### config.mk
export PLATFORM = sky130hd
export DESIGN_NAME = bcb_exec
export DESIGN_NICKNAME = d
export VERILOG_FILES = /design/src/rtl/bcb_pkg.sv /design/src/rtl/bcb_exec.sv /design/src/rtl/bcb_target.sv
export SDC_FILE = /design/constraint.sdc
export NUM_CORES = 1
export LEC_CHECK = 0
export BUFFER_PORTS_ARGS = -buffer_cell sky130_fd_sc_hd__buf_4
export CORE_MARGIN = 3
export CORE_UTILIZATION = 48
export DETAILED_ROUTE_END_ITERATION = 8
export PLACE_DENSITY = 0.94
export SLEW_MARGIN = 20
export SYNTH_ARGS = -nofsm -noshare
export SYNTH_HDL_FRONTEND = slang
export SYNTH_SLANG_ARGS = --single-unit
### constraint.sdc
create_clock -name core_clk -period 10.74 [get_ports core_clk]
set_input_delay 2.148 -clock core_clk [delete_from_list [all_inputs] [get_ports core_clk]]
set_output_delay 2.148 -clock core_clk [all_outputs]
set_load 0.03 [all_outputs]
### src/rtl/bcb_pkg.sv
// Package for the branch, call and bit-test execution block
package bcb_pkg;

    // Widths
    localparam int PC_W    = 15;
    localparam int DATA_W  = 8;
    localparam int ADDR_W  = 7;
    localparam int BIT_W   = 3;
    localparam int REL_W   = 9;
    localparam int LIT_W   = 11;

    // Field positions
    localparam int LIT_LO_HI   = 10;  // Literal call target PC[10:0]
    localparam int LATH_CALL_L = 3;   // High latch bits 6..3 for literal call
    localparam int LATH_CALL_H = 6;

    // Reset values
    localparam logic [14:0] PC_RST = 15'h0000;

    // Instruction classes handed to the block by the decoder
    typedef enum logic [3:0] {
        BCB_OP_NONE,
        BCB_OP_REL_LIT,
        BCB_OP_REL_ACC,
        BCB_OP_BIT_SET,
        BCB_OP_SKIP_ZERO,
        BCB_OP_SKIP_ONE,
        BCB_OP_CALL_LIT,
        BCB_OP_CALL_ACC
    } bcb_op_e;

    // One decoded instruction with its operands
    typedef struct packed {
        bcb_op_e     op;
        logic [8:0]  rel_k;
        logic [10:0] call_k;
        logic [6:0]  reg_addr;
        logic [2:0]  bit_idx;
    } bcb_instr_s;

    // Write-back to data memory
    typedef struct packed {
        logic       we;
        logic [6:0] addr;
        logic [7:0] data;
    } bcb_wr_s;

endpackage : bcb_pkg

### src/rtl/bcb_exec.sv
// Execution unit for relative jumps, calls, bit-set and bit-test-skip
//
// Functional notes
// - Literal relative jump: PC becomes old PC plus one plus sign-extended 9-bit literal.
// - Literal offset is two's complement, range -256 to +255.
// - Both relative jumps take two cycles, discarding the fetched next word.
// - Accumulator relative jump adds unsigned accumulator to incremented PC.
// - Bit-set forces bit b of register f to one, nothing else changes.
// - Skip-when-zero replaces the next instruction with a no-op if bit is zero.
// - Skip-when-one replaces the next instruction with a no-op if bit is one.
// - A taken skip costs two cycles, the second a substituted no-op.
// - Literal call pushes its own address plus one onto the stack top.
// - Literal call loads PC[10:0] from literal and PC[14:11] from latch[6:3].
// - Literal call completes in two cycles.
// - Accumulator call pushes the incremented PC before redirecting.
// - Accumulator call loads PC[7:0] from accumulator, PC[14:8] from latch[6:0].
// - Accumulator call completes in two cycles.
`timescale 1ns/1ps
module bcb_exec (
    // Clock, reset, enable
    input  wire logic                core_clk,
    input  wire logic                rstn,
    input  wire logic                clk_en,
    // Decoded instruction from the fetch stage
    input  wire logic                instr_valid,
    input  wire bcb_pkg::bcb_instr_s instr,
    input  wire logic [14:0]         pc_cur,
    // Core state read by this group
    input  wire logic [7:0]          acc,
    input  wire logic [7:0]          pc_hi_latch,
    input  wire logic [7:0]          reg_rdata,
    // Data memory write-back
    output bcb_pkg::bcb_wr_s         reg_wr,
    // Program counter redirect and pipeline flush
    output logic                     pc_load,
    output logic [14:0]              pc_next,
    output logic                     flush_next,
    // Return stack push
    output logic                     stack_push,
    output logic [14:0]              stack_top_entry,
    // Status flag write enables (always idle for this group)
    output logic                     flags_we,
    // Cycle in progress is the forced second cycle
    output logic                     busy
);
    typedef enum logic [1:0] {
        BCB_ST_RUN,
        BCB_ST_SECOND
    } bcb_state_e;

    bcb_state_e  state_r;
    bcb_state_e  state_nxt;
    logic [14:0] pc_inc;
    logic [14:0] target;
    logic        accept;
    logic        is_redirect;
    logic        is_call;
    logic        is_skip_op;
    logic        sel_bit;
    logic        skip_taken;
    logic        two_cycle;
    bcb_pkg::bcb_wr_s wr_nxt;

    // Set one bit without disturbing its neighbours
    function automatic logic [7:0] bit_mask(input logic [2:0] idx);
        bit_mask = 8'h01 << idx;
    endfunction : bit_mask

    // Instruction decode; a new one is only taken in the running state
    assign accept      = clk_en && instr_valid && (state_r == BCB_ST_RUN);
    assign pc_inc      = pc_cur + 15'h0001;
    assign is_call     = (instr.op == bcb_pkg::BCB_OP_CALL_LIT) ||
                         (instr.op == bcb_pkg::BCB_OP_CALL_ACC);
    assign is_redirect = is_call || (instr.op == bcb_pkg::BCB_OP_REL_LIT) ||
                         (instr.op == bcb_pkg::BCB_OP_REL_ACC);
    assign is_skip_op  = (instr.op == bcb_pkg::BCB_OP_SKIP_ZERO) ||
                         (instr.op == bcb_pkg::BCB_OP_SKIP_ONE);
    assign sel_bit     = reg_rdata[instr.bit_idx];
    // Skip when the selected bit matches the sense of the test
    assign skip_taken  = ((instr.op == bcb_pkg::BCB_OP_SKIP_ZERO) && !sel_bit) ||
                         ((instr.op == bcb_pkg::BCB_OP_SKIP_ONE) && sel_bit);
    assign two_cycle   = accept && (is_redirect || skip_taken);

    // Target arithmetic kept in its own module
    bcb_target u_target (
        .instr       (instr),
        .pc_inc      (pc_inc),
        .acc         (acc),
        .pc_hi_latch (pc_hi_latch),
        .target      (target)
    );

    // Redirect and flush are combinational handshakes with the fetch stage
    assign pc_load         = accept && is_redirect;
    assign pc_next         = target;
    assign flush_next      = two_cycle;
    // Return address is always the incremented PC, pushed before redirect
    assign stack_push      = accept && is_call;
    assign stack_top_entry = pc_inc;
    // This group never writes status flags
    assign flags_we        = 1'b0;
    assign busy            = (state_r == BCB_ST_SECOND);

    // Bit-set write data: read-modify-write of the addressed register
    assign wr_nxt.we   = accept && (instr.op == bcb_pkg::BCB_OP_BIT_SET);
    assign wr_nxt.addr = instr.reg_addr;
    assign wr_nxt.data = reg_rdata | bit_mask(instr.bit_idx);

    // Second cycle is a no-op slot; nothing new is accepted during it
    always_comb begin
        case (state_r)
            BCB_ST_RUN:    state_nxt = two_cycle ? BCB_ST_SECOND : BCB_ST_RUN;
            BCB_ST_SECOND: state_nxt = clk_en ? BCB_ST_RUN : BCB_ST_SECOND;
            default:       state_nxt = BCB_ST_RUN;
        endcase
    end

    // Cycle state register
    always_ff @(posedge core_clk or negedge rstn) begin
        if (!rstn) begin
            state_r <= BCB_ST_RUN;
        end else if (clk_en) begin
            state_r <= state_nxt;
        end
    end

    // Write-back is registered so the memory sees stable data
    always_ff @(posedge core_clk or negedge rstn) begin
        if (!rstn) begin
            reg_wr <= '0;
        end else if (clk_en) begin
            reg_wr <= wr_nxt;
        end
    end

    // Helper: target used by a literal call, for checking
    wire logic [14:0] chk_call_lit = {pc_hi_latch[6:3], instr.call_k};

    property p_rel_lit;
        @(posedge core_clk) disable iff (!rstn)
        (accept && instr.op == bcb_pkg::BCB_OP_REL_LIT) |->
            pc_load && pc_next == 15'(pc_cur + 15'h0001 + {{6{instr.rel_k[8]}}, instr.rel_k});
    endproperty
    a_rel_lit: assert property (p_rel_lit) else $error("literal jump target wrong");

    property p_rel_range;
        @(posedge core_clk) disable iff (!rstn)
        (accept && instr.op == bcb_pkg::BCB_OP_REL_LIT && instr.rel_k == 9'h100) |->
            pc_next == 15'(pc_cur - 15'h00ff);
    endproperty
    a_rel_range: assert property (p_rel_range) else $error("offset -256 wrong");

    property p_two_cycle;
        @(posedge core_clk) disable iff (!rstn)
        (accept && is_redirect && clk_en) |=> busy ##1 (!busy || !$past(clk_en));
    endproperty
    a_two_cycle: assert property (p_two_cycle) else $error("jump not two cycles");

    property p_rel_acc;
        @(posedge core_clk) disable iff (!rstn)
        (accept && instr.op == bcb_pkg::BCB_OP_REL_ACC) |->
            pc_next == 15'(pc_cur + 15'h0001 + {7'h00, acc});
    endproperty
    a_rel_acc: assert property (p_rel_acc) else $error("accumulator jump wrong");

    property p_bit_set;
        @(posedge core_clk) disable iff (!rstn)
        (clk_en && accept && instr.op == bcb_pkg::BCB_OP_BIT_SET) |=>
            reg_wr.we && reg_wr.data == ($past(reg_rdata) | (8'h01 << $past(instr.bit_idx)));
    endproperty
    a_bit_set: assert property (p_bit_set) else $error("bit set wrong");

    property p_skip_zero;
        @(posedge core_clk) disable iff (!rstn)
        (accept && instr.op == bcb_pkg::BCB_OP_SKIP_ZERO) |-> (flush_next == !sel_bit);
    endproperty
    a_skip_zero: assert property (p_skip_zero) else $error("skip on zero wrong");

    property p_skip_one;
        @(posedge core_clk) disable iff (!rstn)
        (accept && instr.op == bcb_pkg::BCB_OP_SKIP_ONE) |-> (flush_next == sel_bit);
    endproperty
    a_skip_one: assert property (p_skip_one) else $error("skip on one wrong");

    property p_skip_cycles;
        @(posedge core_clk) disable iff (!rstn)
        (accept && is_skip_op && skip_taken && clk_en) |=> busy && !pc_load;
    endproperty
    a_skip_cycles: assert property (p_skip_cycles) else $error("skip not two cycles");

    property p_call_push;
        @(posedge core_clk) disable iff (!rstn)
        (accept && is_call) |-> stack_push && stack_top_entry == 15'(pc_cur + 15'h0001);
    endproperty
    a_call_push: assert property (p_call_push) else $error("return address wrong");

    property p_call_lit;
        @(posedge core_clk) disable iff (!rstn)
        (accept && instr.op == bcb_pkg::BCB_OP_CALL_LIT) |-> pc_next == chk_call_lit;
    endproperty
    a_call_lit: assert property (p_call_lit) else $error("literal call target wrong");

    property p_call_acc;
        @(posedge core_clk) disable iff (!rstn)
        (accept && instr.op == bcb_pkg::BCB_OP_CALL_ACC) |->
            pc_next == {pc_hi_latch[6:0], acc} && stack_push;
    endproperty
    a_call_acc: assert property (p_call_acc) else $error("accumulator call wrong");

    property p_no_accept_busy;
        @(posedge core_clk) disable iff (!rstn)
        busy |-> !pc_load && !stack_push && !flush_next;
    endproperty
    a_no_accept_busy: assert property (p_no_accept_busy) else $error("issued in no-op slot");

    property p_flags;
        @(posedge core_clk) disable iff (!rstn)
        instr_valid |-> !flags_we;
    endproperty
    a_flags: assert property (p_flags) else $error("flags written");
endmodule : bcb_exec

### src/rtl/bcb_target.sv
// Target address computation for relative jumps and calls
`timescale 1ns/1ps
module bcb_target (
    // Operation and operands
    input  wire bcb_pkg::bcb_instr_s instr,
    input  wire logic [14:0]         pc_inc,
    input  wire logic [7:0]          acc,
    input  wire logic [7:0]          pc_hi_latch,
    // Result
    output logic [14:0]              target
);
    // Candidate targets, one per redirecting operation
    wire logic [14:0] rel_lit_tgt;
    wire logic [14:0] rel_acc_tgt;
    wire logic [14:0] call_lit_tgt;
    wire logic [14:0] call_acc_tgt;

    // Sign-extend the 9-bit offset; wraps modulo the program space
    assign rel_lit_tgt  = pc_inc + {{6{instr.rel_k[8]}}, instr.rel_k};
    // Accumulator taken as unsigned, zero-extended
    assign rel_acc_tgt  = pc_inc + {7'h00, acc};
    // Literal call latch field positions come from the package; chk_call_lit in bcb_exec hard-codes [6:3]
    assign call_lit_tgt = {pc_hi_latch[bcb_pkg::LATH_CALL_H:bcb_pkg::LATH_CALL_L],
                           instr.call_k};
    assign call_acc_tgt = {pc_hi_latch[6:0], acc};

    // Select by operation
    always_comb begin
        case (instr.op)
            bcb_pkg::BCB_OP_REL_LIT:  target = rel_lit_tgt;
            bcb_pkg::BCB_OP_REL_ACC:  target = rel_acc_tgt;
            bcb_pkg::BCB_OP_CALL_LIT: target = call_lit_tgt;
            bcb_pkg::BCB_OP_CALL_ACC: target = call_acc_tgt;
            default:                  target = pc_inc;
        endcase
    end
endmodule : bcb_target

==> impl_summary.log <==
INFO  metric outcome = complete, no violations
INFO  metric synth-adder-area-share = 0.0938
INFO  metric rsz_0062_raised_after_global_routing = no
INFO  metric ios = 128
INFO  metric route.vias.total = 2563
INFO  metric synth_compound_gate_area_share = 0.222
INFO  metric wirelength = 7220 um
INFO  metric postCtsSetupRepairBufs = 0
INFO  metric chipHeight = 73.9 um
INFO  metric drive_gt1_frac = 0.412
INFO  metric critical_path.endpoint_type = primary output
INFO  metric final_common_cell = sky130_fd_sc_hd__buf_4
INFO  metric cts_tree = built
INFO  metric holdBufCountCts = 0
INFO  metric worst_r2r_startpoint = state_r[0]
INFO  metric grt.overflow.total = 0
INFO  metric setup.worst_path.start_class = input pin
INFO  metric power-per-cell-area = 94.6 nW/um2
INFO  metric rr_worst_depth = 4
INFO  metric p_switching = 129 uW
INFO  metric ys_warn_count = 0
INFO  metric static-leakage-power = 0.00155 uW
INFO  metric min_period_over_period = 0.736
INFO  metric hold-path-endpoint = reg_wr[13]
INFO  metric vias_in_the_first_global_route = 2610
INFO  metric routed_via_density = 5.99
INFO  metric post-route-drc-count = 0
INFO  metric cts.sink_count = 17
INFO  metric cts_resized = 0
INFO  metric timing.final.hold_violations = 0
INFO  metric timing.critical_path.fanout_max = 16
INFO  metric layoutNonFillerInstCount = 428
INFO  metric max_cap_violations = 0
INFO  metric worst_pin_slew = 1040 ps
INFO  metric cellInternalPower = 174 uW
INFO  metric worst_r2r_endpoint = state_r[0]
INFO  metric synth-async-reset-ratio = 1.00
INFO  metric fp.dieW = 73.9 um
INFO  metric hold_path.startpoint = reg_wr[13]
INFO  metric power.ir.vdd_worst = 0.0514 mV
INFO  metric postSynthAreaPerCell = 8.58 um2
INFO  metric yosys_register_bits = 17
INFO  metric post_place_cell_area = 3160 um2
INFO  metric preCtsSetupSlack = 2850 ps
INFO  metric postRouteAntennaNets = 0
INFO  metric final-setup-viol-count = 0
INFO  metric design.die.area = 5460 um2
INFO  metric worst-setup-path-type = in2out
INFO  metric worstHoldPathCells = 1
INFO  metric yosys-mux-area-fraction = 0.151
INFO  metric worst-endpoint-arrival = 5760 ps
INFO  metric grt_antenna_before_repair = 0
INFO  metric cts-htree-levels = 1
INFO  metric ys_dominant_reg_cell = sky130_fd_sc_hd__dfrtp_1
INFO  metric data_required_time_at_the_worst_endpoint = 8590 ps
INFO  metric grt_first_pass_wirelength = 11700 um
INFO  metric place.detailed.hpwl = 5950 um
INFO  metric rows = 24
INFO  metric slew_viol_final = 0
INFO  metric core = 4410 um2
INFO  metric highest_count_cells_in_the_layout_ignoring_fill_and_taps = sky130_fd_sc_hd__buf_4, sky130_fd_sc_hd__nand2_1, sky130_fd_sc_hd__xnor2_1
INFO  metric antennaDiodeCount = 0
INFO  metric synth.distinct_cells = 51
INFO  metric min-delay-path-class = reg2reg
INFO  metric mappedNetlistArea = 2210 um2
INFO  metric combinationalPowerShare = 0.600
INFO  metric num-nets-final = 470
INFO  metric main_combinational_cell_family_by_area_after_synthesis = compound AO/OA/AOI/OAI gates
INFO  metric switching_share = 0.425
INFO  metric synth-edff-count = 0
INFO  metric synthCells = 258
INFO  metric fmax = 126 MHz
INFO  metric insertion_delay = 250 ps
INFO  metric grt_use_total = 0.269
INFO  metric numPlacedInstances = 424
INFO  metric fin_ws = 2830 ps
INFO  metric cts_root_buf = sky130_fd_sc_hd__clkbuf_8
INFO  metric detail_route.wl_per_cell = 16.9 um
INFO  metric clock_tree.buffer_depth = 2
INFO  metric synthesis.nets = 351
INFO  metric maxSlewHeadroom = 0.304
INFO  metric syn_to_final_growth = 44.7%
INFO  metric r2r_slack = 9220 ps
INFO  metric ys_seq_area_frac = 0.192
INFO  metric clkPwrFrac = 0.158
INFO  metric clkSlewWorstSetupHoldPaths = 60 ps
INFO  metric timing.setup.tns = 0 ps
INFO  metric grt_max_degree = 24
INFO  metric routability_congestion_estimate = 0.851
INFO  metric post-route-min-period = 7910 ps
INFO  metric start_util = 0.501
INFO  metric first_iter_violations = 151
INFO  metric final_cell_area = 3200 um2
INFO  metric clock-skew-final = 0.0475 ps
INFO  metric synthesized_area_fraction_occupied_by_and_or_nand_nor_cells = 0.181
INFO  metric firstDrtPassIters = 4
INFO  metric cts-buffers-inserted = 3
INFO  metric power_frac_seq = 0.242
INFO  metric synth-xor-area-share = 0.114
INFO  metric buffer_ports.inserted = 125
synthesized netlist by cell type, types with 2 or more instances:
| cell | count | area (um2) |
|---|---|---|
| sky130_fd_sc_hd__a21o_1 | 4 | 30.0 |
| sky130_fd_sc_hd__a21oi_1 | 14 | 70.1 |
| sky130_fd_sc_hd__a22oi_1 | 4 | 30.0 |
| sky130_fd_sc_hd__a311oi_1 | 3 | 26.3 |
| sky130_fd_sc_hd__a31oi_1 | 9 | 56.3 |
| sky130_fd_sc_hd__and3_1 | 2 | 12.5 |
| sky130_fd_sc_hd__and4_1 | 6 | 52.6 |
| sky130_fd_sc_hd__buf_6 | 2 | 22.5 |
| sky130_fd_sc_hd__clkbuf_1 | 8 | 30.0 |
| sky130_fd_sc_hd__dfrtp_1 | 17 | 425 |
| sky130_fd_sc_hd__ha_1 | 15 | 188 |
| sky130_fd_sc_hd__inv_1 | 10 | 37.5 |
| sky130_fd_sc_hd__mux2_2 | 15 | 169 |
| sky130_fd_sc_hd__mux2i_1 | 12 | 120 |
| sky130_fd_sc_hd__mux4_2 | 2 | 45.0 |
| sky130_fd_sc_hd__nand2_1 | 25 | 93.8 |
| sky130_fd_sc_hd__nand3_1 | 7 | 35.0 |
| sky130_fd_sc_hd__nand3b_1 | 2 | 15.0 |
| sky130_fd_sc_hd__nand4_1 | 4 | 25.0 |
| sky130_fd_sc_hd__nor2_1 | 20 | 75.1 |
| sky130_fd_sc_hd__nor2b_1 | 2 | 12.5 |
| sky130_fd_sc_hd__nor3_1 | 3 | 15.0 |
| sky130_fd_sc_hd__o21ai_0 | 7 | 35.0 |
| sky130_fd_sc_hd__o221ai_1 | 10 | 87.6 |
| sky130_fd_sc_hd__o31ai_1 | 2 | 15.0 |
| sky130_fd_sc_hd__or2_2 | 2 | 12.5 |
| sky130_fd_sc_hd__or3_1 | 2 | 12.5 |
| sky130_fd_sc_hd__xnor2_1 | 21 | 184 |
| sky130_fd_sc_hd__xor2_1 | 6 | 52.6 |
routing by layer:
metal	vias to the layer above	wire length (um)	track usage
li1	1210	-	-
met1	1211	2750	0.316
met2	125	3790	0.488
met3	17	531	0.0424
met4	0	148	0.0966
met5	-	0	0
power groups by stage:
stage	logic [uW]	registers (uW)	clock network [uW]
CTS	181	73.3	49.1
detailed placement	180	74.4	0
floorplan	99.4	86.1	0
global route	195	73.8	52.2
finish	182	73.3	47.9
global placement	176	73.9	0
cell families (layout without fill, tap and decap cells):
kind of cell    count (synthesis)  count (layout)
simple gates                   78              78
compound gates                 68              68
mux                            29              29
xor+xnor                       28              28
buf+inv                        21             139
flops                          17              17
fa+ha+maj                      16              16
other cells                     1               1
cell type report:
| cell class | count | area, um2 |
|---|---|---|
| Multi-Input combinational cell | 220 | 1690 |
| Fill cell | 329 | 1210 |
| Timing Repair Buffer | 125 | 938 |
| Sequential cell | 17 | 425 |
| Tap cell | 52 | 65.1 |
| Clock buffer | 3 | 41.3 |
| Inverter | 10 | 37.5 |
| Clock inverter | 1 | 5.00 |
flip-flops by register name, indices dropped and copies added (netlist names):
name	flops
reg_wr	16
state_r	1
stage by stage:
step | hold slack [ps] | total power, uW | util
after floorplan | 668 | 186 | -
after global placement | 477 | 250 | 0.715
after detailed placement | 496 | 255 | 0.715
after CTS | 512 | 304 | 0.726
after global routing | 527 | 322 | 0.726
final | 510 | 303 | 0.726
worst max-delay path by stage:
stage | startpoint | to | cells past startpoint
final | instr[30] | pc_next[13] | 12
after global routing | instr[30] | pc_next[13] | 12
after CTS | instr[30] | pc_next[13] | 12
after detailed placement | instr[30] | pc_next[13] | 12
after global placement | instr[30] | pc_next[11] | 12
after floorplan | pc_cur[0] | pc_next[11] | 12
critical path, stage by stage:
cell and delay [ps]:
sky130_fd_sc_hd__buf_4 210, sky130_fd_sc_hd__nor4b_4 750, sky130_fd_sc_hd__mux2_2 430, sky130_fd_sc_hd__ha_1 370, sky130_fd_sc_hd__a2111oi_0 470, sky130_fd_sc_hd__o21ai_0 200
sky130_fd_sc_hd__a41o_1 300, sky130_fd_sc_hd__o31ai_2 270, sky130_fd_sc_hd__a21oi_2 120, sky130_fd_sc_hd__a31oi_1 210, sky130_fd_sc_hd__a211o_1 120, sky130_fd_sc_hd__buf_4 150
No activity file was read; power rests on OpenSTA's default activity.
